## config.mk

```make
export PLATFORM = sky130hd
export DESIGN_NAME = psd_program_space_decoder
export DESIGN_NICKNAME = d
export VERILOG_FILES = /design/src/verilog/psd_pkg.sv /design/src/verilog/psd_program_space_decoder.sv /design/src/verilog/psd_wait_timer.sv /design/src/verilog/psd_shadow_vec.sv
export SDC_FILE = /design/constraint.sdc
export NUM_CORES = 1
export LEC_CHECK = 0
export ABC_AREA = 1
export BUFFER_PORTS_ARGS = -buffer_cell sky130_fd_sc_hd__buf_4
export CORE_ASPECT_RATIO = 1.2
export CORE_MARGIN = 5
export CORE_UTILIZATION = 61
export CTS_CLUSTER_SIZE = 8
export DETAILED_ROUTE_END_ITERATION = 7
export HOLD_SLACK_MARGIN = 0.1
export PLACE_DENSITY = 0.83
export SLEW_MARGIN = 10
export SYNTH_ARGS = -nofsm -noshare
export SYNTH_HDL_FRONTEND = slang
export SYNTH_SLANG_ARGS = --single-unit
```

## constraint.sdc

```tcl
create_clock -name ref_clk -period 11.6 [get_ports ref_clk]
set_input_delay 1.74 -clock ref_clk [delete_from_list [all_inputs] [get_ports ref_clk]]
set_output_delay 1.74 -clock ref_clk [all_outputs]
set_load 0.01 [all_outputs]
```

## src/verilog/psd_pkg.sv

```systemverilog
// Constants, address map and types for the program space decoder.
// Assumes 16-bit program and data address spaces on one processor clock.
package psd_pkg;

	localparam int AW = 16;
	localparam int DW = 16;
	localparam int WSW = 2;
	localparam int VEC_SLOTS = 5;
	localparam int VEC_WORDS = 2;
	localparam int DISK_BYTE_W = 8;
	localparam int BANK_MSB = 15;
	localparam int BANK_LSB = 13;
	localparam int SLOT_MSB = 3;
	localparam int SLOT_LSB = 1;
	localparam logic [2:0] BANK_BASE = 3'h1;

	// Program space map.
	localparam logic [AW-1:0] PA_VEC_HI = 16'h000F;
	localparam logic [AW-1:0] PA_IROM_HI = 16'h00FF;
	localparam logic [AW-1:0] PA_IRAM_LO = 16'h1000;
	localparam logic [AW-1:0] PA_IRAM_HI = 16'h17FF;
	localparam logic [AW-1:0] PA_EXT_LO = 16'h2000;
	localparam logic [AW-1:0] PA_BANK3_HI = 16'h9FFF;
	localparam logic [AW-1:0] PA_ROMA_HI = 16'hDFFF;
	localparam logic [AW-1:0] PA_ROMB_HI = 16'hEFFF;

	// Data space map.
	localparam logic [AW-1:0] DA_XRAM_HI = 16'h00FF;
	localparam logic [AW-1:0] DA_APP_LO = 16'hC000;
	localparam logic [AW-1:0] DA_APP_HI = 16'hCFFF;
	localparam logic [AW-1:0] DA_DISK_HI = 16'hDFFF;
	localparam logic [AW-1:0] DA_MMIO_LO = 16'hE000;
	localparam logic [AW-1:0] DA_MMIO_HI = 16'hE0FF;
	localparam logic [AW-1:0] DA_SHADOW_LO = 16'hEF00;
	localparam logic [AW-1:0] DA_SHADOW_HI = 16'hEF0F;
	localparam logic [AW-1:0] DA_YRAM_LO = 16'hFF00;

	// Vector word-pair slots within the lowest sixteen words.
	localparam logic [2:0] SLOT_RESET = 3'h0;
	localparam logic [2:0] SLOT_BREAKPOINT = 3'h4;
	localparam logic [2:0] SLOT_TRAP = 3'h5;
	localparam logic [2:0] SLOT_INTERRUPT_ZERO = 3'h6;
	localparam logic [2:0] SLOT_INTERRUPT_ONE = 3'h7;

	localparam logic [DW-1:0] VEC_RESET_VAL = 16'h0000;

	typedef enum logic [3:0] {
		TGT_NONE = 4'h0,
		TGT_SHADOW = 4'h1,
		TGT_IROM = 4'h2,
		TGT_IRAM = 4'h3,
		TGT_EROM = 4'h4,
		TGT_ERAM = 4'h5,
		TGT_APP = 4'h6,
		TGT_DISK = 4'h7,
		TGT_XRAM = 4'h8,
		TGT_YRAM = 4'h9,
		TGT_MMIO = 4'hA
	} psd_tgt_t;

	typedef enum logic [1:0] {
		ST_IDLE = 2'b01,
		ST_ACT = 2'b10
	} psd_state_t;

	// Returns valid flag and slot index for a vector word address.
	function automatic logic [3:0] psd_vec_slot(input logic [3:0] a);
		logic [3:0] r;
		r = 4'h0;
		case (a[SLOT_MSB:SLOT_LSB])
			SLOT_RESET: r = 4'h8;
			SLOT_BREAKPOINT: r = 4'h9;
			SLOT_TRAP: r = 4'hA;
			SLOT_INTERRUPT_ZERO: r = 4'hB;
			SLOT_INTERRUPT_ONE: r = 4'hC;
			default: r = 4'h0;
		endcase
		return r;
	endfunction : psd_vec_slot

endpackage : psd_pkg

```

## src/verilog/psd_program_space_decoder.sv

```systemverilog
// Program and data space decoder with external chip selects and wait states.
// Assumes requesters hold a request until its acknowledge and config is on ref_clk.
`timescale 1ns/1ns

// Function
// - Lowest sixteen words hold five interrupt vectors.
// - Fetches 0010H-00FFH select internal ROM.
// - Shadow vectors may overlay lowest sixteen words.
// - Writing one to enable activates overlay.
// - Overlay enabled blocks data access to shadows.
// - Five internal shadow vector registers exist.
// - 1000H selects shared 2K internal RAM.
// - Bank to 3FFFH: RAM if enabled, else ROM.
// - Bank 4000H-5FFFH RAM needs two banks.
// - Bank to 7FFFH RAM needs three banks.
// - Bank to 9FFFH RAM needs four banks.
// - Region to DFFFH selects external ROM.
// - Region to EFFFH selects external ROM.
// - F000H-FFFFH selects external ROM.
// - Two scratch memories are 256 words each.
// - Peripheral registers sit on one 256-word page.
// - Four external regions, each with own select.
// - Each external region has 0-3 wait states.
// - RAM, application, disk selects share pins.
// - External ROM and RAM span 56K words.
// - Bank select adds 8K RAM per step.
// - Disk region reads zero the upper byte.
// - D000H selects disk, C000H selects application.
module psd_program_space_decoder
	import psd_pkg::*;
(
	input wire logic ref_clk,
	input wire logic rstn,
	input wire logic prog_req,
	input wire logic [AW-1:0] prog_addr,
	input wire logic data_req,
	input wire logic data_wr,
	input wire logic [AW-1:0] data_addr,
	input wire logic [DW-1:0] data_wdata,
	input wire logic shadow_vec_en,
	input wire logic ext_ram_en,
	input wire logic [1:0] ram_bank_sel,
	input wire logic [WSW-1:0] rom_wait,
	input wire logic [WSW-1:0] ram_wait,
	input wire logic [WSW-1:0] app_wait,
	input wire logic [WSW-1:0] disk_wait,
	input wire logic ram_pin_sel,
	input wire logic app_pin_sel,
	input wire logic disk_pin_sel,
	input wire logic ram_pin_alt,
	input wire logic app_pin_alt,
	input wire logic disk_pin_alt,
	input wire logic [DW-1:0] ext_rdata,
	output logic prog_ack,
	output logic [DW-1:0] prog_rdata,
	output logic data_ack,
	output logic [DW-1:0] data_rdata,
	output logic int_rom_select,
	output logic int_ram_select,
	output logic shadow_select,
	output logic xram_select,
	output logic yram_select,
	output logic mmio_select,
	output logic ext_rom_select,
	output logic ext_ram_pin,
	output logic app_pin,
	output logic disk_pin,
	output logic [AW-1:0] ext_addr,
	output logic [DW-1:0] ext_wdata,
	output logic ext_data_oe,
	output logic ext_rd_n,
	output logic ext_wr_n
);

	psd_state_t state_ff;
	psd_state_t nxt_state;
	psd_tgt_t tgt_ff;
	psd_tgt_t nxt_tgt;
	logic is_prog_ff;
	logic nxt_is_prog;
	logic prog_ack_ff;
	logic nxt_prog_ack;
	logic [DW-1:0] prog_rdata_ff;
	logic [DW-1:0] nxt_prog_rdata;
	logic data_ack_ff;
	logic nxt_data_ack;
	logic [DW-1:0] data_rdata_ff;
	logic [DW-1:0] nxt_data_rdata;
	logic int_rom_select_ff;
	logic nxt_int_rom_select;
	logic int_ram_select_ff;
	logic nxt_int_ram_select;
	logic shadow_select_ff;
	logic nxt_shadow_select;
	logic xram_select_ff;
	logic nxt_xram_select;
	logic yram_select_ff;
	logic nxt_yram_select;
	logic mmio_select_ff;
	logic nxt_mmio_select;
	logic ext_rom_select_ff;
	logic nxt_ext_rom_select;
	logic ext_ram_select_ff;
	logic nxt_ext_ram_select;
	logic app_space_select_ff;
	logic nxt_app_space_select;
	logic disk_ctrl_select_ff;
	logic nxt_disk_ctrl_select;
	logic ext_ram_pin_ff;
	logic app_pin_ff;
	logic disk_pin_ff;
	logic [AW-1:0] ext_addr_ff;
	logic [AW-1:0] nxt_ext_addr;
	logic [DW-1:0] ext_wdata_ff;
	logic [DW-1:0] nxt_ext_wdata;
	logic ext_data_oe_ff;
	logic nxt_ext_data_oe;
	logic ext_rd_n_ff;
	logic nxt_ext_rd_n;
	logic ext_wr_n_ff;
	logic nxt_ext_wr_n;
	logic [DW-1:0] ext_rdata_s1_ff;
	logic [DW-1:0] ext_rdata_s2_ff;

	psd_tgt_t ptgt;
	psd_tgt_t dtgt;
	logic ws_start;
	logic [WSW-1:0] ws_load;
	logic ws_done;
	logic sv_wr;
	logic [DW-1:0] sv_data_rd;
	logic [DW-1:0] sv_prog_rd;

	// External banks 2000H-9FFFH become RAM one 8K step per bank select value.
	function automatic psd_tgt_t bank_tgt(input logic [AW-1:0] a, input logic en,
		input logic [1:0] sel);
		logic [1:0] idx;
		idx = 2'(a[BANK_MSB:BANK_LSB] - BANK_BASE);
		return (en && (idx <= sel)) ? TGT_ERAM : TGT_EROM;
	endfunction : bank_tgt

	function automatic psd_tgt_t prog_decode(input logic [AW-1:0] a, input logic sh_en,
		input logic en, input logic [1:0] sel);
		logic [3:0] slot;
		psd_tgt_t t;
		slot = psd_vec_slot(a[3:0]);
		t = TGT_NONE;
		if (a <= PA_VEC_HI)
		begin
			if (slot[3])
			begin
				t = sh_en ? TGT_SHADOW : TGT_IROM;
			end
			else
			begin
				t = TGT_NONE;
			end
		end
		else if (a <= PA_IROM_HI)
		begin
			t = TGT_IROM;
		end
		else if (a < PA_IRAM_LO)
		begin
			t = TGT_NONE;
		end
		else if (a <= PA_IRAM_HI)
		begin
			t = TGT_IRAM;
		end
		else if (a < PA_EXT_LO)
		begin
			t = TGT_NONE;
		end
		else if (a <= PA_BANK3_HI)
		begin
			t = bank_tgt(a, en, sel);
		end
		else if (a <= PA_ROMA_HI)
		begin
			t = TGT_EROM;
		end
		else if (a <= PA_ROMB_HI)
		begin
			t = TGT_EROM;
		end
		else
		begin
			t = TGT_EROM;
		end
		return t;
	endfunction : prog_decode

	function automatic psd_tgt_t data_decode(input logic [AW-1:0] a, input logic sh_en,
		input logic en, input logic [1:0] sel);
		psd_tgt_t t;
		t = TGT_NONE;
		if (a <= DA_XRAM_HI)
		begin
			t = TGT_XRAM;
		end
		else if ((a >= PA_IRAM_LO) && (a <= PA_IRAM_HI))
		begin
			t = TGT_IRAM;
		end
		else if ((a >= PA_EXT_LO) && (a <= PA_BANK3_HI))
		begin
			t = bank_tgt(a, en, sel);
		end
		else if ((a >= DA_APP_LO) && (a <= DA_APP_HI))
		begin
			t = TGT_APP;
		end
		else if ((a > DA_APP_HI) && (a <= DA_DISK_HI))
		begin
			t = TGT_DISK;
		end
		else if ((a >= DA_MMIO_LO) && (a <= DA_MMIO_HI))
		begin
			t = TGT_MMIO;
		end
		else if ((a >= DA_SHADOW_LO) && (a <= DA_SHADOW_HI))
		begin
			t = sh_en ? TGT_NONE : TGT_SHADOW;
		end
		else if (a >= DA_YRAM_LO)
		begin
			t = TGT_YRAM;
		end
		return t;
	endfunction : data_decode

	assign ptgt = prog_decode(prog_addr, shadow_vec_en, ext_ram_en, ram_bank_sel);
	assign dtgt = data_decode(data_addr, shadow_vec_en, ext_ram_en, ram_bank_sel);

	psd_shadow_vec #(
		.VEC_N(VEC_SLOTS)
	) u_shadow (
		.ref_clk(ref_clk),
		.rstn(rstn),
		.wr_en(sv_wr),
		.data_addr(data_addr[3:0]),
		.wr_data(data_wdata),
		.data_rd(sv_data_rd),
		.prog_addr(prog_addr[3:0]),
		.prog_rd(sv_prog_rd)
	);

	psd_wait_timer u_wait (
		.ref_clk(ref_clk),
		.rstn(rstn),
		.start(ws_start),
		.load(ws_load),
		.done(ws_done)
	);

	always_comb
	begin
		psd_tgt_t t;
		logic take_p;
		logic take_d;
		t = TGT_NONE;
		take_p = prog_req && !prog_ack_ff && !data_ack_ff;
		take_d = data_req && !take_p && !prog_ack_ff && !data_ack_ff;
		nxt_state = state_ff;
		nxt_tgt = tgt_ff;
		nxt_is_prog = is_prog_ff;
		nxt_prog_ack = 1'b0;
		nxt_prog_rdata = prog_rdata_ff;
		nxt_data_ack = 1'b0;
		nxt_data_rdata = data_rdata_ff;
		nxt_int_rom_select = 1'b0;
		nxt_int_ram_select = 1'b0;
		nxt_shadow_select = 1'b0;
		nxt_xram_select = 1'b0;
		nxt_yram_select = 1'b0;
		nxt_mmio_select = 1'b0;
		nxt_ext_rom_select = ext_rom_select_ff;
		nxt_ext_ram_select = ext_ram_select_ff;
		nxt_app_space_select = app_space_select_ff;
		nxt_disk_ctrl_select = disk_ctrl_select_ff;
		nxt_ext_addr = ext_addr_ff;
		nxt_ext_wdata = ext_wdata_ff;
		nxt_ext_data_oe = ext_data_oe_ff;
		nxt_ext_rd_n = ext_rd_n_ff;
		nxt_ext_wr_n = ext_wr_n_ff;
		ws_start = 1'b0;
		ws_load = rom_wait;
		sv_wr = 1'b0;
		case (state_ff)
			ST_IDLE:
			begin
				t = take_p ? ptgt : dtgt;
				nxt_prog_ack = take_p;
				nxt_data_ack = take_d;
				nxt_is_prog = take_p;
				nxt_tgt = t;
				if (take_p && (t == TGT_SHADOW))
				begin
					nxt_prog_rdata = sv_prog_rd;
				end
				if (take_d)
				begin
					nxt_data_rdata = (t == TGT_SHADOW) ? sv_data_rd : '0;
					sv_wr = data_wr && (t == TGT_SHADOW);
				end
				if (take_p || take_d)
				begin
					nxt_shadow_select = (t == TGT_SHADOW);
					nxt_int_rom_select = (t == TGT_IROM);
					nxt_int_ram_select = (t == TGT_IRAM);
					nxt_xram_select = (t == TGT_XRAM);
					nxt_yram_select = (t == TGT_YRAM);
					nxt_mmio_select = (t == TGT_MMIO);
				end
				if ((take_p || take_d) && (t inside {TGT_EROM, TGT_ERAM, TGT_APP, TGT_DISK}))
				begin
					nxt_prog_ack = 1'b0;
					nxt_data_ack = 1'b0;
					nxt_state = ST_ACT;
					ws_start = 1'b1;
					case (t)
						TGT_ERAM: ws_load = ram_wait;
						TGT_APP: ws_load = app_wait;
						TGT_DISK: ws_load = disk_wait;
						default: ws_load = rom_wait;
					endcase
					nxt_ext_rom_select = (t == TGT_EROM);
					nxt_ext_ram_select = (t == TGT_ERAM);
					nxt_app_space_select = (t == TGT_APP);
					nxt_disk_ctrl_select = (t == TGT_DISK);
					nxt_ext_addr = take_p ? prog_addr : data_addr;
					nxt_ext_wdata = data_wdata;
					nxt_ext_data_oe = take_d && data_wr;
					nxt_ext_rd_n = !(take_p || !data_wr);
					nxt_ext_wr_n = !(take_d && data_wr);
				end
			end
			ST_ACT:
			begin
				if (ws_done)
				begin
					nxt_state = ST_IDLE;
					nxt_ext_rom_select = 1'b0;
					nxt_ext_ram_select = 1'b0;
					nxt_app_space_select = 1'b0;
					nxt_disk_ctrl_select = 1'b0;
					nxt_ext_data_oe = 1'b0;
					nxt_ext_rd_n = 1'b1;
					nxt_ext_wr_n = 1'b1;
					nxt_prog_ack = is_prog_ff;
					nxt_data_ack = !is_prog_ff;
					if (is_prog_ff)
					begin
						nxt_prog_rdata = ext_rdata_s2_ff;
					end
					else if (tgt_ff == TGT_DISK)
					begin
						nxt_data_rdata = {{(DW - DISK_BYTE_W){1'b0}},
							ext_rdata_s2_ff[DISK_BYTE_W-1:0]};
					end
					else
					begin
						nxt_data_rdata = ext_rdata_s2_ff;
					end
				end
			end
			default:
			begin
				nxt_state = ST_IDLE;
			end
		endcase
	end

	always_ff @(posedge ref_clk)
	begin
		if (!rstn)
		begin
			state_ff <= ST_IDLE;
			tgt_ff <= TGT_NONE;
			is_prog_ff <= 1'b0;
			prog_ack_ff <= 1'b0;
			prog_rdata_ff <= '0;
			data_ack_ff <= 1'b0;
			data_rdata_ff <= '0;
			int_rom_select_ff <= 1'b0;
			int_ram_select_ff <= 1'b0;
			shadow_select_ff <= 1'b0;
			xram_select_ff <= 1'b0;
			yram_select_ff <= 1'b0;
			mmio_select_ff <= 1'b0;
			ext_rom_select_ff <= 1'b0;
			ext_ram_select_ff <= 1'b0;
			app_space_select_ff <= 1'b0;
			disk_ctrl_select_ff <= 1'b0;
			ext_ram_pin_ff <= 1'b0;
			app_pin_ff <= 1'b0;
			disk_pin_ff <= 1'b0;
			ext_addr_ff <= '0;
			ext_wdata_ff <= '0;
			ext_data_oe_ff <= 1'b0;
			ext_rd_n_ff <= 1'b1;
			ext_wr_n_ff <= 1'b1;
			ext_rdata_s1_ff <= '0;
			ext_rdata_s2_ff <= '0;
		end
		else
		begin
			state_ff <= nxt_state;
			tgt_ff <= nxt_tgt;
			is_prog_ff <= nxt_is_prog;
			prog_ack_ff <= nxt_prog_ack;
			prog_rdata_ff <= nxt_prog_rdata;
			data_ack_ff <= nxt_data_ack;
			data_rdata_ff <= nxt_data_rdata;
			int_rom_select_ff <= nxt_int_rom_select;
			int_ram_select_ff <= nxt_int_ram_select;
			shadow_select_ff <= nxt_shadow_select;
			xram_select_ff <= nxt_xram_select;
			yram_select_ff <= nxt_yram_select;
			mmio_select_ff <= nxt_mmio_select;
			ext_rom_select_ff <= nxt_ext_rom_select;
			ext_ram_select_ff <= nxt_ext_ram_select;
			app_space_select_ff <= nxt_app_space_select;
			disk_ctrl_select_ff <= nxt_disk_ctrl_select;
			ext_ram_pin_ff <= ram_pin_sel ? nxt_ext_ram_select : ram_pin_alt;
			app_pin_ff <= app_pin_sel ? nxt_app_space_select : app_pin_alt;
			disk_pin_ff <= disk_pin_sel ? nxt_disk_ctrl_select : disk_pin_alt;
			ext_addr_ff <= nxt_ext_addr;
			ext_wdata_ff <= nxt_ext_wdata;
			ext_data_oe_ff <= nxt_ext_data_oe;
			ext_rd_n_ff <= nxt_ext_rd_n;
			ext_wr_n_ff <= nxt_ext_wr_n;
			ext_rdata_s1_ff <= ext_rdata;
			ext_rdata_s2_ff <= ext_rdata_s1_ff;
		end
	end

	assign prog_ack = prog_ack_ff;
	assign prog_rdata = prog_rdata_ff;
	assign data_ack = data_ack_ff;
	assign data_rdata = data_rdata_ff;
	assign int_rom_select = int_rom_select_ff;
	assign int_ram_select = int_ram_select_ff;
	assign shadow_select = shadow_select_ff;
	assign xram_select = xram_select_ff;
	assign yram_select = yram_select_ff;
	assign mmio_select = mmio_select_ff;
	assign ext_rom_select = ext_rom_select_ff;
	assign ext_ram_pin = ext_ram_pin_ff;
	assign app_pin = app_pin_ff;
	assign disk_pin = disk_pin_ff;
	assign ext_addr = ext_addr_ff;
	assign ext_wdata = ext_wdata_ff;
	assign ext_data_oe = ext_data_oe_ff;
	assign ext_rd_n = ext_rd_n_ff;
	assign ext_wr_n = ext_wr_n_ff;

endmodule : psd_program_space_decoder

```

## src/verilog/psd_wait_timer.sv

```systemverilog
// Wait state counter for one external access.
// Assumes start is a one-cycle pulse from the decoder on the same clock.
`timescale 1ns/1ns
module psd_wait_timer
	import psd_pkg::*;
(
	input wire logic ref_clk,
	input wire logic rstn,
	input wire logic start,
	input wire logic [WSW-1:0] load,
	output logic done
);

	logic [WSW-1:0] cnt_ff;
	logic [WSW-1:0] nxt_cnt;
	logic run_ff;
	logic nxt_run;

	assign done = run_ff && (cnt_ff == '0);

	always_comb
	begin
		nxt_cnt = cnt_ff;
		nxt_run = run_ff;
		if (start)
		begin
			nxt_cnt = load;
			nxt_run = 1'b1;
		end
		else if (done)
		begin
			nxt_run = 1'b0;
		end
		else if (run_ff)
		begin
			nxt_cnt = cnt_ff - 2'h1;
		end
	end

	always_ff @(posedge ref_clk)
	begin
		if (!rstn)
		begin
			cnt_ff <= '0;
			run_ff <= 1'b0;
		end
		else
		begin
			cnt_ff <= nxt_cnt;
			run_ff <= nxt_run;
		end
	end

endmodule : psd_wait_timer

```

## src/verilog/psd_shadow_vec.sv

```systemverilog
// Shadow interrupt vector storage, written and read from data space.
// Assumes the decoder blocks data access while the overlay is enabled.
`timescale 1ns/1ns
module psd_shadow_vec
	import psd_pkg::*;
#(
	parameter int VEC_N = VEC_SLOTS
)
(
	input wire logic ref_clk,
	input wire logic rstn,
	input wire logic wr_en,
	input wire logic [3:0] data_addr,
	input wire logic [DW-1:0] wr_data,
	output logic [DW-1:0] data_rd,
	input wire logic [3:0] prog_addr,
	output logic [DW-1:0] prog_rd
);

	localparam int NW = VEC_N * VEC_WORDS;

	if (VEC_N != VEC_SLOTS)
	begin : g_bad_vec_n
		$error("VEC_N must equal the number of vector slots.");
	end

	logic [DW-1:0] vec_ff [NW];
	logic [3:0] dslot;
	logic [3:0] pslot;
	logic [3:0] widx;

	assign dslot = psd_vec_slot(data_addr);
	assign pslot = psd_vec_slot(prog_addr);
	assign widx = {dslot[2:0], data_addr[0]};

	for (genvar e = 0; e < NW; e++)
	begin : g_vec
		logic [DW-1:0] nxt_vec;
		always_comb
		begin
			nxt_vec = vec_ff[e];
			if (wr_en && dslot[3] && (widx == 4'(e)))
			begin
				nxt_vec = wr_data;
			end
		end
		always_ff @(posedge ref_clk)
		begin
			if (!rstn)
			begin
				vec_ff[e] <= VEC_RESET_VAL;
			end
			else
			begin
				vec_ff[e] <= nxt_vec;
			end
		end
	end

	// Reserved words inside the window read as zero.
	assign data_rd = dslot[3] ? vec_ff[widx] : '0;
	assign prog_rd = pslot[3] ? vec_ff[{pslot[2:0], prog_addr[0]}] : '0;

endmodule : psd_shadow_vec

```

# After elaboration in Yosys (flattened, before gate mapping)
# Memories as Yosys holds them, arrays and structs flattened.
# Index checks and enable logic that the tools add are counted.
# word_totals
regBits	124
latch_bits	0
ramBits	160
rom_bits	0
input_bits	87
wordCells	274
n_memories	1
# mem_list
memory	words	word_bits	rd	rd_ports_with_merged_regs	write_ports	line	rtl
u_shadow.vec_ff	10	16	2	0	10	psd_shadow_vec.sv:27	logic [DW-1:0] vec_ff [NW];
# classes
n_addsub	3
n_mul	0
div_mod_pow	0
magnitude_cmp	22
n_eq_ne	47
shift	0
n_mux	99
bitwise	10
n_reduce_logical	63
# op_table
op	n
$mux 16	31
$le 16x16->1 const B	6
$ge 16x16->1 const B	4
$pmux 16 s2	2
$mux 4	10
$pmux 4 s5	2
$eq 4x3->1 const B	9
$le 16x13->1 const B	2
$le 16x8->1 const B	2
$mux 1	30
$logic_and 1x1->1	29
$reduce_and 2->1	13
$eq 3x3->1 const B	8
$eq 4x4->1 const B	5
$mux 2	9
$pmux 1 s2	9
$eq 4x2->1 const B	4
$ge 16x13->1 const B	1
$ge 16x14->1 const B	1
$gt 16x16->1 const B	1
$le 16x4->1 const B	1
$lt 16x13->1 const B	1
$lt 16x14->1 const B	1
$mux 3	4
20 further kinds	59

# Depth between registers and ports, before layout
# Gate-level depths: netlist of the first run.
# logic_depth
depth_word	20
mapped_depth	20
ltp_nobuf	19

# By module
# Synthesis of the first run repeated with hierarchy kept, for this count alone.
# unflattened
hier_cells	1928
area_unflattened_um2	14921.8
# by_module_without_submodules
module	n_inst	cells_per_inst	area_each_um2
psd_shadow_vec	1	1164	9311.4
psd_program_space_decoder	1	735	5439.0
psd_wait_timer	1	29	171.4

# Least setup slack after synthesis of the first run
# No wires, ideal clock.
# synth_timing
path_type	input -> register
start	input data_addr[13]
end	memory u_shadow.vec_ff[0][0] (enable)
setup_ns	0.411
t_arrival_ns	4.662
t_required_ns	11.189
setup_slack_ns	6.526
cell_stages	14
cell_sequence	inv_1 ha_1 ha_1 nand2_1 a22oi_1 o21ai_1 nor2_1 o21ai_2 nand2_4 nor2_8 nand2_8 nor2_8 inv_1 o21ai_0
# synth_lines
item	line	rtl
start, declared	psd_program_space_decoder.sv:38	input wire logic [AW-1:0] data_addr,
end, declared	psd_shadow_vec.sv:27	

# Final worst setup path of the first run
# layout_timing
start	input data_addr[0]
end	register data_rdata_ff[7] (netlist: data_rdata[7])
# layout_via
elab_chain_len	14
# layout_rtl
item	line	rtl
$ge 16x16->1, or another cell as far along	psd_program_space_decoder.sv:226	else if (a >= DA_YRAM_LO)
$mux 4 / $logic_and 1x1->1 (equally long branches)	psd_program_space_decoder.sv:226, psd_program_space_decoder.sv:222	
$mux 4	psd_program_space_decoder.sv:222	else if ((a >= DA_SHADOW_LO) && (a <= DA_SHADOW_HI))
$mux 4	psd_program_space_decoder.sv:218	else if ((a >= DA_MMIO_LO) && (a <= DA_MMIO_HI))
$mux 4	psd_program_space_decoder.sv:214	else if ((a > DA_APP_HI) && (a <= DA_DISK_HI))
$mux 4	psd_program_space_decoder.sv:210	else if ((a >= DA_APP_LO) && (a <= DA_APP_HI))
$mux 4	psd_program_space_decoder.sv:206	else if ((a >= PA_EXT_LO) && (a <= PA_BANK3_HI))
$mux 4	psd_program_space_decoder.sv:202	else if ((a >= PA_IRAM_LO) && (a <= PA_IRAM_HI))
$mux 4	psd_program_space_decoder.sv:198	if (a <= DA_XRAM_HI)
$mux 4	psd_program_space_decoder.sv:293	t = take_p ? ptgt : dtgt;
$eq 4x1->1	psd_program_space_decoder.sv:304	nxt_data_rdata = (t == TGT_SHADOW) ? sv_data_rd : '0;
$mux 16 (*)	psd_program_space_decoder.sv:304	
$mux 16 (*)	psd_program_space_decoder.sv:302	if (take_d)
$pmux 16 s2 (*)	psd_program_space_decoder.sv:290	case (state_ff)
end signal, assigned	psd_program_space_decoder.sv:415	data_rdata_ff <= nxt_data_rdata;
end, declared	psd_program_space_decoder.sv:87	logic [DW-1:0] data_rdata_ff;
# Mark *: on every way between the ends. The rest lies on a longest branch, timed or not. The select of a mux whose other input is x is not followed.
# A chain may end at the register's enable or synchronous reset.

==> results of run 1 <==
worst paths after layout:
path / from / end / depth (start not counted) / slack, ns
setup / recovery: data_addr[0] / data_rdata[7] / 9 / 7.02
hold reg to reg: ext_rdata_s1_ff[9] / ext_rdata_s2_ff[9] / 2 / 0.41
hold / removal: ext_rdata_s1_ff[9] / ext_rdata_s2_ff[9] / 2 / 0.41
setup reg to reg: data_ack / u_shadow.vec_ff[7][0] / 12 / 8.25
synth_stat cells (3+ instances only):
library cell	count
buf_2	15
or2_2	9
buf_6	8
nor2_2	80
o2111ai_1	3
o31ai_1	3
nand3_1	152
inv_1	126
nor2_8	3
nand3_4	8
o21a_1	3
o311ai_0	12
clkbuf_1	85
a21oi_1	66
o211ai_1	21
nand4_1	20
nand2_1	300
a32oi_1	13
ha_1	9
dfxtp_1	124
inv_2	5
o221ai_1	8
o21ai_1	4
a31oi_1	36
nor3_1	8
o21ai_0	117
edfxtp_1	160
nor2_1	196
buf_1	7
o22ai_1	27
layer usage:
metal,track usage,up-vias,wire (um)
li1,-,5889,-
met5,0,-,0
met1,0.4012,5925,15650
met4,0.1425,0,2285
met2,0.5179,860,20000
met3,0.07831,189,4997
cells by family after synthesis:
group	Yosys count	share of synthesized area
simple gates	789	0.2628
compound gates	325	0.1384
flops	284	0.5176
buf+inv	249	0.07261
fa+ha+maj	9	0.007999
xor+xnor	1	0.0006222
worst max-delay path, delay by kind of cell:
family          cells  cell delay (ns)
simple gates        2             0.46
compound gates      3             1.20
buf+inv             4             1.61
flip-flops by register name, indices dropped and copies added (netlist names), 2 cells and up:
| register | count |
|---|---|
| u_shadow.vec_ff | 160 |
| data_rdata | 16 |
| ext_addr | 16 |
| ext_rdata_s1_ff | 16 |
| ext_rdata_s2_ff | 16 |
| ext_wdata | 16 |
| prog_rdata | 16 |
| tgt_ff | 4 |
| state_ff | 2 |
| u_wait.cnt_ff | 2 |
stage by stage:
stage	hold slack (ns)	instance area, sq um
after floorplan	0.3905	14080
after global placement	0.3984	15390
after detailed placement	0.4027	15390
after CTS	0.4156	16550
after global routing	0.4490	16550
final	0.4129	16550
final cells by class:
type | count | share of cell area
multi-input cells | 1124 | 0.3503
clock buffers | 54 | 0.06623
repair buffers | 187 | 0.08483
clock inverters | 3 | 0.004007
well taps | 315 | 0.02381
inverters | 133 | 0.03047
flip-flops and latches | 284 | 0.4403
where the power goes:
group | leakage, nW | total [mW] | switching, mW | internal, mW
logic | 3.73 | 0.618 | 0.398 | 0.221
clock network | 0.563 | 1.10 | 0.423 | 0.675
registers | 2.67 | 1.22 | 0.0563 | 1.17
total | 6.96 | 2.94 | 0.877 | 2.06
==> summary.txt, run 1 <==
Synth
  • Cell taking the most area after synthesis: edfxtp_1
  • Syn Std Cell Area: about 14000 sq um
  • Post-synth top flop: edfxtp_1
  • Net Count, Synth: 1753
  • Yosys top cell area share: 0.3413
  • Synth Instances: approximately 1700
  • Yosys Warn Count: 0
  • Post-synthesis sequential area ratio: 0.5176
  • Flops & latches, synth: 284
  • Synth area leaders: edfxtp_1 34%, dfxtp_1 18%, nand2_1 8.0%
  • Post-synth ARST share: 0
  • EDFF count, synth: 160
  • Yosys cell types: 53
  • Synth Area per Inst: about 8.5 sq um

Setup path
  • Slowest stage delay, CP: between 0.8 and 0.9 ns
  • CP max FO: 27
  • CP Cell Sequence: buf_4 -> inv_1 -> nor2_1 -> inv_1 -> buf_4 -> o21ai_0 -> o311ai_0 -> nand4_1 -> a31oi_1
  • Slowest stage cell on the critical path: o311ai_0
  • CP Class: in -> reg
  • Setup crit end kind: register
  • CP Data Required Time: around 12 ns
  • CP Launch Type: input pin
  • WP data arrival: approximately 5.0 ns

Floorplanning
  • Die area: around 26000 sq um
  • Core box area: between 20000 and 25000 sq um
  • Row Count: 61
  • I/O pin cnt: 166
  • Initial Util: 0.6128
  • Die Y: around 180 um
  • DIE WIDTH: around 150 um

Hold path
  • Worst min-delay path class: reg -> reg

Timing
  • Slew @ Worst Pin: 1.214 ns
  • Worst Clk Skew: 0.02180 ns
  • Finish-stage setup viols: 0
  • Final Hold Fails: 0
  • RSZ-0062 raised after global routing: false
  • Fin crit period: roughly 4.6 ns
  • Fin worst setup slack: approximately 7 ns
  • Slew Viols, Final: 0
  • Max_slew headroom: 0.1907
  • Period utilization: 0.3949
  • Setup TNS: 0 ns
  • Max Freq: 218.3 MHz

Drt
  • DR DRC count: 0
  • Final Routed Wirelength: about 43000 um
  • Initial DRC count: approximately 1600
  • DRT antenna net count: 0
  • DR pass1 iterations: 6
  • Via/cell ratio: 6.125
  • Via count: 12860
  • DR WL/cell: between 20 and 25 um

Clock network
  • CTS Buf Count: 41
  • CTS tree: yes
  • Clock Sinks: 284
  • Post-CTS sizing: 0
  • Post-CTS Hold Fix Bufs: 0
  • Register clock-pin slew on the reported worst setup and hold paths: around 0.05 ns
  • Clk buf depth: 3
  • Post-CTS setup buffer count: 0
  • Root buffer cell: clkbuf_16
  • Skew-Pair Late Insertion Delay: about 0.54 ns
  • CTS H-Tree Depth: 2

Global route
  • First-pass GRT wire length: between 60000 and 70000 um
  • Vias in the first global route: around 12000
  • Largest net degree at the start of global routing: between 90 and 100
  • Global Route Usage Sum: 0.3175
  • GRT overflow: 0
  • Antenna violations before repair: 0

Placed design
  • Post-Place Setup Slack: 6.577 ns
  • Dpl hpwl: between 20000 and 30000 um
  • Port bufs: 165
  • GP Congestion: roughly 0.90
  • Placed cells: about 2000

Finish
  • Most frequent cells in the layout: 300 x nand2_1, 196 x nor2_1, 187 x buf_4
  • Register Area: approximately 7300 sq um
  • Final Core Density: 0.7204
  • Finished Layout Cells: 2100
  • Ant diodes: 0
  • Fillers: ~1800
  • Syn-to-layout area delta: 17.55%
  • Final layout net count: 1867
  • Area occupied by multi-input gates: 5798 sq um
  • Layout cell share with drive strength beyond 1: 0.1989
  • Most common cell after layout, fill and taps aside: nand2_1

Power
  • PD cells: roughly 180 nW/um^2
  • LEAKAGE: slightly below 7 nW
  • Peak VDD IR: around 0.00011 V
  • Total power: about 3 mW

Outcome
  • Status: complete, no violations

Job
  • Maxcap violations: 0
Power figures use the tool's default switching activity.
==> run 2: changes to the inputs <==
--- a/config.mk
+++ b/config.mk
@@ -9,11 +9,11 @@
 export BUFFER_PORTS_ARGS = -buffer_cell sky130_fd_sc_hd__buf_4
 export CORE_ASPECT_RATIO = 1.2
 export CORE_MARGIN = 5
-export CORE_UTILIZATION = 61
+export CORE_UTILIZATION = 59
 export CTS_CLUSTER_SIZE = 8
 export DETAILED_ROUTE_END_ITERATION = 7
 export HOLD_SLACK_MARGIN = 0.1
-export PLACE_DENSITY = 0.83
+export PLACE_DENSITY = 0.81
 export SLEW_MARGIN = 10
 export SYNTH_ARGS = -nofsm -noshare
 export SYNTH_HDL_FRONTEND = slang
==> constraint.sdc (replaced) <==
create_clock -name ref_clk -period 4.68 [get_ports ref_clk]
set_input_delay 0.702 -clock ref_clk [delete_from_list [all_inputs] [get_ports ref_clk]]
set_output_delay 0.702 -clock ref_clk [all_outputs]
set_load 0.01 [all_outputs]
==> run 2 against run 1 <==
Compared with the run above:
- first-iteration DRC count fell by 19%
- clock power rose by 140%
- register-to-register slack got worse by 6.7 ns
- non-clock buffer count rose by 13
- via count fell by 1.4%
- hold slack got worse by 0.051 ns
- critical path depth rose by 6
- die area rose by 3.2%
- worst setup slack got worse by 5.7 ns
- global-route usage rose by 0.30 points
- sequential power rose by 150%
- largest cell class unchanged
==> summary.txt, run 2 (synthesized netlist as in run 1, its figures left out) <==
Setup path
  • Worst R2R End: u_shadow.vec_ff[6][1]
  • R2R setup slack: 1.56 ns
  • CP Launch Type: input pin
  • CP Cell Sequence: buf_4 -> inv_1 -> ha_1 -> ha_1 -> nand2_1 -> a22oi_1 -> o21ai_1 -> nor2_1 -> o21ai_2 -> nand2_4 -> nor2_8 -> nand2_8 -> nor2_8 -> nand2_1 -> nand2_1
  • WP data arrival: 3.56 ns
  • Critical Path Source: data_addr[13]
  • CP max FO: 17
  • CP Data Required Time: roughly 4.8 ns
  • Delay-heaviest family, CP: simple AND/OR/NAND/NOR gates
  • Crit-path most repeated cell: nand2_1
  • Slowest stage delay, CP: between 0.6 and 0.7 ns
  • FF-to-FF path depth: 8
  • Setup crit end kind: register
  • Worst reg2reg startpoint: state_ff[1]
  • Worst Path Buf+Inv: 2
  • Slowest stage cell on the critical path: nand2_1
  • CP Class: in -> reg

Power
  • Combinational fraction of design power: 0.215
  • Peak VDD IR: between 0.0003 and 0.0004 V
  • Internal Power: ~5 mW
  • PD cells: ~440 nW/um^2
  • Net Sw Power: roughly 2.2 mW
  • LEAKAGE: approximately 7 nW
  • Switch share: 0.2975
  • Reg power frac: 0.419
  • Clk network pwr share: 0.366

Finish
  • Biggest register: u_shadow.vec_ff
  • Layout cell share with drive strength beyond 1: 0.2041
  • Most common cell after layout, fill and taps aside: nand2_1
  • Syn-to-layout area delta: 18.01%
  • Finished Layout Cells: roughly 2100
  • Max reg flops: 160
  • Most frequent cells in the layout: 300 x nand2_1, 200 x buf_4, 196 x nor2_1
  • Ant diodes: 0
  • Fillers: 1874
  • Final layout net count: 1880
  • Post-route design area: 16610 sq um

Global route
  • First-pass GRT wire length: around 67000 um
  • Global Route Usage Sum: 0.3205
  • GRT overflow: 0
  • Largest net degree at the start of global routing: between 70 and 80
  • Vias in the first global route: roughly 12000
  • Antenna violations before repair: 0

Clock network
  • Skew-Pair Late Insertion Delay: 0.53 ns
  • Post-CTS Hold Fix Bufs: 0
  • Register clock-pin slew on the reported worst setup and hold paths: 0.05 ns
  • Clk buf depth: 3
  • Post-CTS setup buffer count: 0
  • CTS Buf Count: 41
  • Root buffer cell: clkbuf_16
  • Clock Sinks: between 200 and 300
  • Post-CTS sizing: 0
  • CTS tree: yes
  • CTS H-Tree Depth: 2

Floorplanning
  • Initial Util: 0.5931
  • Row Count: 62
  • I/O pin cnt: roughly 170
  • Core box area: ~24000 sq um
  • Die Y: between 150 and 200 um
  • DIE WIDTH: between 150 and 200 um
  • Die area: around 27000 sq um

Job
  • Maxcap violations: 0

Drt
  • Via count: around 13000
  • Initial DRC count: between 1000 and 1500
  • DRT antenna net count: 0
  • Via/cell ratio: 5.988
  • DR DRC count: 0
  • DR pass1 iterations: 5
  • Final Routed Wirelength: 44320 um
  • DR WL/cell: about 21 um

Timing
  • Worst Clk Skew: roughly 0.021 ns
  • Max Freq: between 200 and 300 MHz
  • Slew @ Worst Pin: between 1 and 1.5 ns
  • Slew Viols, Final: 0
  • Final Hold Fails: 0
  • Max_slew headroom: 0.1641
  • RSZ-0062 raised after global routing: false
  • Period utilization: 0.7276
  • Fin crit period: ~3.4 ns
  • Finish-stage setup viols: 0
  • Setup TNS: 0 ns

Placed design
  • Port bufs: 165
  • Placed Area: approximately 15000 sq um
  • GP Congestion: between 0.9 and 1
  • Dpl hpwl: roughly 31000 um
  • Placed cells: roughly 2100

Hold path
  • Worst Hold Depth: 3
  • Hold wc startpoint: ext_rdata[8]
  • Hold worst-path end: ext_rdata_s1_ff[8]
  • Worst min-delay path class: in -> reg

Outcome
  • Status: complete, no violations
-- run 2: changes by cell type in the layout (fill, tap and decap cells not counted), sizes merged --
cell    previous run  this run
inv              132       133
clkinv             3         2
buf              187       200
-- run 2: cell type report --
class | count | area (sq um) | area share
inverter | 133 | 504.2 | 0.03035
multi-input combinational | 1124 | 5798 | 0.3490
timing repair buffer | 200 | 1501 | 0.09038
tap | 320 | 400.4 | 0.02410
clock inverter | 3 | 47.55 | 0.002862
sequential | 284 | 7287 | 0.4386
clock buffer | 54 | 1075 | 0.06469
-- run 2: worst register-to-register path, cell delays in order, from the launching register on --
cell and delay, ns:
dfxtp_1 0.32, inv_1 0.06, ha_1 0.38, clkinv_1 0.37, nor4_4 0.56, nand2_8 0.14
nor2_8 0.23, nand2_1 0.08, nand2_1 0.61
-- run 2: power by group through the flow --
stage | logic, mW | registers [mW] | clock network [mW]
after floorplan | 0.821 | 3.12 | 0
after global placement | 1.50 | 3.07 | 0
after detailed placement | 1.53 | 3.07 | 0
after CTS | 1.54 | 3.03 | 2.66
after global routing | 1.70 | 3.06 | 2.77
final | 1.56 | 3.04 | 2.65
-- run 2: worst max-delay path by stage --
stage                                        end  slack (ns)  cells past startpoint
after floorplan            u_shadow.vec_ff[0][0]        0.64                     14
after global placement     u_shadow.vec_ff[6][9]        0.82                     15
after detailed placement   u_shadow.vec_ff[6][9]        0.79                     15
after CTS                 u_shadow.vec_ff[6][12]        1.31                     15
after global routing       u_shadow.vec_ff[7][7]        1.01                     15
final                      u_shadow.vec_ff[6][1]        1.27                     15
-- run 2: per-stage QoR --
step	power [mW]	utilization	hold slack (ns)	setup slack (ns)
6_report	7.243	0.6999	0.3622	1.275
5_1_grt	7.521	0.6999	0.3780	1.015
4_1_cts	7.232	0.6999	0.3514	1.312
3_5_place_dp	4.599	0.6526	0.3988	0.7870
3_3_place_gp	4.566	0.6526	0.3962	0.8172
2_1_floorplan	3.942	-	0.3905	0.6445
-- run 2: routing by layer --
layer  up-vias  share of wire  track usage
met5         -              0            0
met1      5903           0.37       0.3982
met2       723           0.49       0.5429
met4         0          0.051       0.1618
li1       5910              -            -
met3       146          0.091      0.04804
==> run 3: changes to the inputs <==
--- a/config.mk
+++ b/config.mk
@@ -5,7 +5,7 @@
 export SDC_FILE = /design/constraint.sdc
 export NUM_CORES = 1
 export LEC_CHECK = 0
-export ABC_AREA = 1
+export ABC_AREA = 0
 export BUFFER_PORTS_ARGS = -buffer_cell sky130_fd_sc_hd__buf_4
 export CORE_ASPECT_RATIO = 1.2
 export CORE_MARGIN = 5
==> constraint.sdc (replaced) <==
create_clock -name ref_clk -period 3.51 [get_ports ref_clk]
set_input_delay 0.5265 -clock ref_clk [delete_from_list [all_inputs] [get_ports ref_clk]]
set_output_delay 0.5265 -clock ref_clk [all_outputs]
set_load 0.01 [all_outputs]
==> run 3 against run 2 <==
Compared with the run above:
- critical path type unchanged
- highest routed layer is now met5
- die area fell by 1.4%
- sequential power increased by 31%
- utilization increased by 2.6 points
- clock-buffer cell count is 1 higher
==> summary.txt, run 3 <==
Finish
  • Ant diodes: 0
  • Most frequent cells in the layout: 213 x buf_4, 176 x nor2_1, 160 x edfxtp_1
  • Final Core Density: 0.7256
  • Biggest register: u_shadow.vec_ff
  • Final layout net count: between 1500 and 2000
  • Most common cell after layout, fill and taps aside: buf_4
  • Post-route design area: approximately 17000 sq um
  • Syn-to-layout area delta: 21.37%
  • Max reg flops: between 150 and 200
  • Layout cell share with drive strength beyond 1: 0.2407

Global route
  • Vias in the first global route: 11290
  • Antenna violations before repair: 1
  • First-pass GRT wire length: 65490 um
  • Largest net degree at the start of global routing: a little over 60
  • GRT overflow: 0
  • Global Route Usage Sum: 0.3244

Synth
  • EDFF count, synth: 160
  • Syn Std Cell Area: 13870 sq um
  • Net Count, Synth: about 1400
  • Synth area leaders: edfxtp_1 35%, dfxtp_1 18%, mux4_2 10%
  • Yosys top cell area share: 0.3464
  • Post-synth top flop: edfxtp_1
  • Most common cell in the netlist: nor2_1
  • Yosys Warn Count: 0
  • Flops & latches, synth: ~280
  • Post-synthesis sequential area ratio: 0.5253
  • Synth Area per Inst: approximately 11 sq um
  • Top post-synthesis cells by count: 177 x nor2_1, 160 x edfxtp_1, 157 x nand2_1
  • Post-synth ARST share: 0
  • Yosys cell types: 62
  • Synth Instances: about 1300
  • Cell taking the most area after synthesis: edfxtp_1

Clock network
  • Root buffer cell: clkbuf_16
  • Register clock-pin slew on the reported worst setup and hold paths: approximately 0.050 ns
  • Clock Sinks: about 280
  • CTS tree: yes
  • Post-CTS setup buffer count: 0
  • Post-CTS Hold Fix Bufs: 0
  • Clk buf depth: 3
  • Post-CTS sizing: 0
  • Skew-Pair Late Insertion Delay: approximately 0.55 ns
  • CTS Buf Count: a little over 40
  • CTS H-Tree Depth: 2

Drt
  • DR WL/cell: between 20 and 25 um
  • DR DRC count: 0
  • DRT antenna net count: 0
  • Initial DRC count: between 1000 and 1500
  • DR pass1 iterations: 8
  • Final Routed Wirelength: between 40000 and 50000 um
  • Via count: roughly 12000
  • Via/cell ratio: roughly 6.6

Job
  • Maxcap violations: 0

Power
  • Net Sw Power: between 2 and 3 mW
  • Combinational fraction of design power: 0.196
  • LEAKAGE: 6.415 nW
  • Total power: around 9.4 mW
  • Clk network pwr share: 0.384
  • Internal Power: between 6 and 7 mW
  • Switch share: 0.2831
  • Peak VDD IR: between 0.0003 and 0.0004 V
  • PD cells: ~560 nW/um^2
  • Reg power frac: 0.421

Setup path
  • CP Class: in -> reg
  • Setup crit end kind: register
  • CP max FO: 16
  • CP Launch Type: input pin
  • WP data arrival: between 3 and 4 ns
  • CP Data Required Time: 3.75 ns

Placed design
  • Dpl hpwl: about 30000 um
  • Port bufs: approximately 170
  • Placed Area: ~16000 sq um
  • GP Congestion: approximately 0.99

Outcome
  • Status: complete, no violations

Floorplanning
  • I/O pin cnt: about 170
  • Initial Util: 0.5978
  • DIE WIDTH: around 150 um
  • Row Count: between 60 and 70
  • Die area: roughly 27000 sq um
  • Die Y: approximately 180 um
  • Core box area: ~23000 sq um

Timing
  • Slew Viols, Final: 0
  • Max Freq: around 340 MHz
  • Final Hold Fails: 0
  • RSZ-0062 raised after global routing: false
  • Slew @ Worst Pin: about 1.1 ns
  • Finish-stage setup viols: 0
  • Period utilization: 0.8470
  • Fin Hold WS: 0.1665 ns
  • Setup TNS: 0 ns
  • Worst Clk Skew: 0.03084 ns
  • Max_slew headroom: 0.2505
  • Fin crit period: between 2 and 3 ns

Hold path
  • Worst min-delay path class: in -> reg
run 3: cell types whose count changed after synthesis, sizes merged, moves of 25 or more:
cell / change
nand3: -136
mux2i: +34
mux4: +64
inv: -103
nand2: -147
o21ai: -66
nor3: +25
nor2: -102
nor2b: +32
o22ai: -26
a211oi: +30
and2: +33
run 3: metal layers:
layer / wire [um] / vias to the layer above / global-route usage
met3: 4945 / 161 / 0.06973
li1: - / 5142 / -
met5: 8 / - / 0
met1: 15230 / 5662 / 0.4034
met4: 2601 / 2 / 0.1640
met2: 21150 / 902 / 0.5358
run 3: kinds of logic after synthesis:
kind of cell	count (synthesis)	share of synthesized area
simple gates	515	0.1704
flops	284	0.5253
compound gates	264	0.1278
buf+inv	133	0.03798
mux	98	0.1285
fa+ha+maj	9	0.008118
xor+xnor	3	0.001895
run 3: worst max-delay path: stages:
cell      delay, ns
buf_4          0.17
inv_2          0.06
ha_4           0.20
ha_1           0.30
nand2b_1       0.08
a32oi_1        0.08
o32ai_1        0.34
a22oi_2        0.13
a211oi_4       0.46
nand4_1        0.30
o21ai_1        0.33
buf_12         0.20
run 3: worst paths after layout:
path / slack [ns] / end / cells after the start / start
worst min-delay path: 0.17 / ext_ram_pin / 2 / ram_pin_sel
worst max register to register: 0.73 / u_shadow.vec_ff[7][2] / 8 / data_ack
worst max-delay path: 0.54 / u_shadow.vec_ff[7][2] / 12 / data_addr[13]
worst min register to register: 0.42 / ext_rdata_s2_ff[13] / 1 / ext_rdata_s1_ff[13]
run 3: cell type report:
cell class | instances | area, sq um
flip-flops and latches | 284 | 7287
inverters | 29 | 108.9
fillers | 1602 | 6367
clock buffers | 55 | 1079
multi-input cells | 889 | 6175
clock inverters | 4 | 92.59
repair buffers | 218 | 1699
well taps | 315 | 394.1
run 3: power groups by stage:
stage,Sequential [mW],Combinational (mW),Clock (mW)
global route,4.00,1.97,3.79
detailed placement,4.02,1.81,0
finish,3.98,1.85,3.62
global placement,4.02,1.76,0
CTS,3.97,1.82,3.63
floorplan,4.06,0.968,0
run 3: through the flow:
stage	instances	setup WS (ns)
finish	1794	0.5370
global route	1794	0.4353
CTS	1794	0.6172
detailed placement	1735	0.1179
global placement	1735	0.1818
floorplan	1306	-0.09170
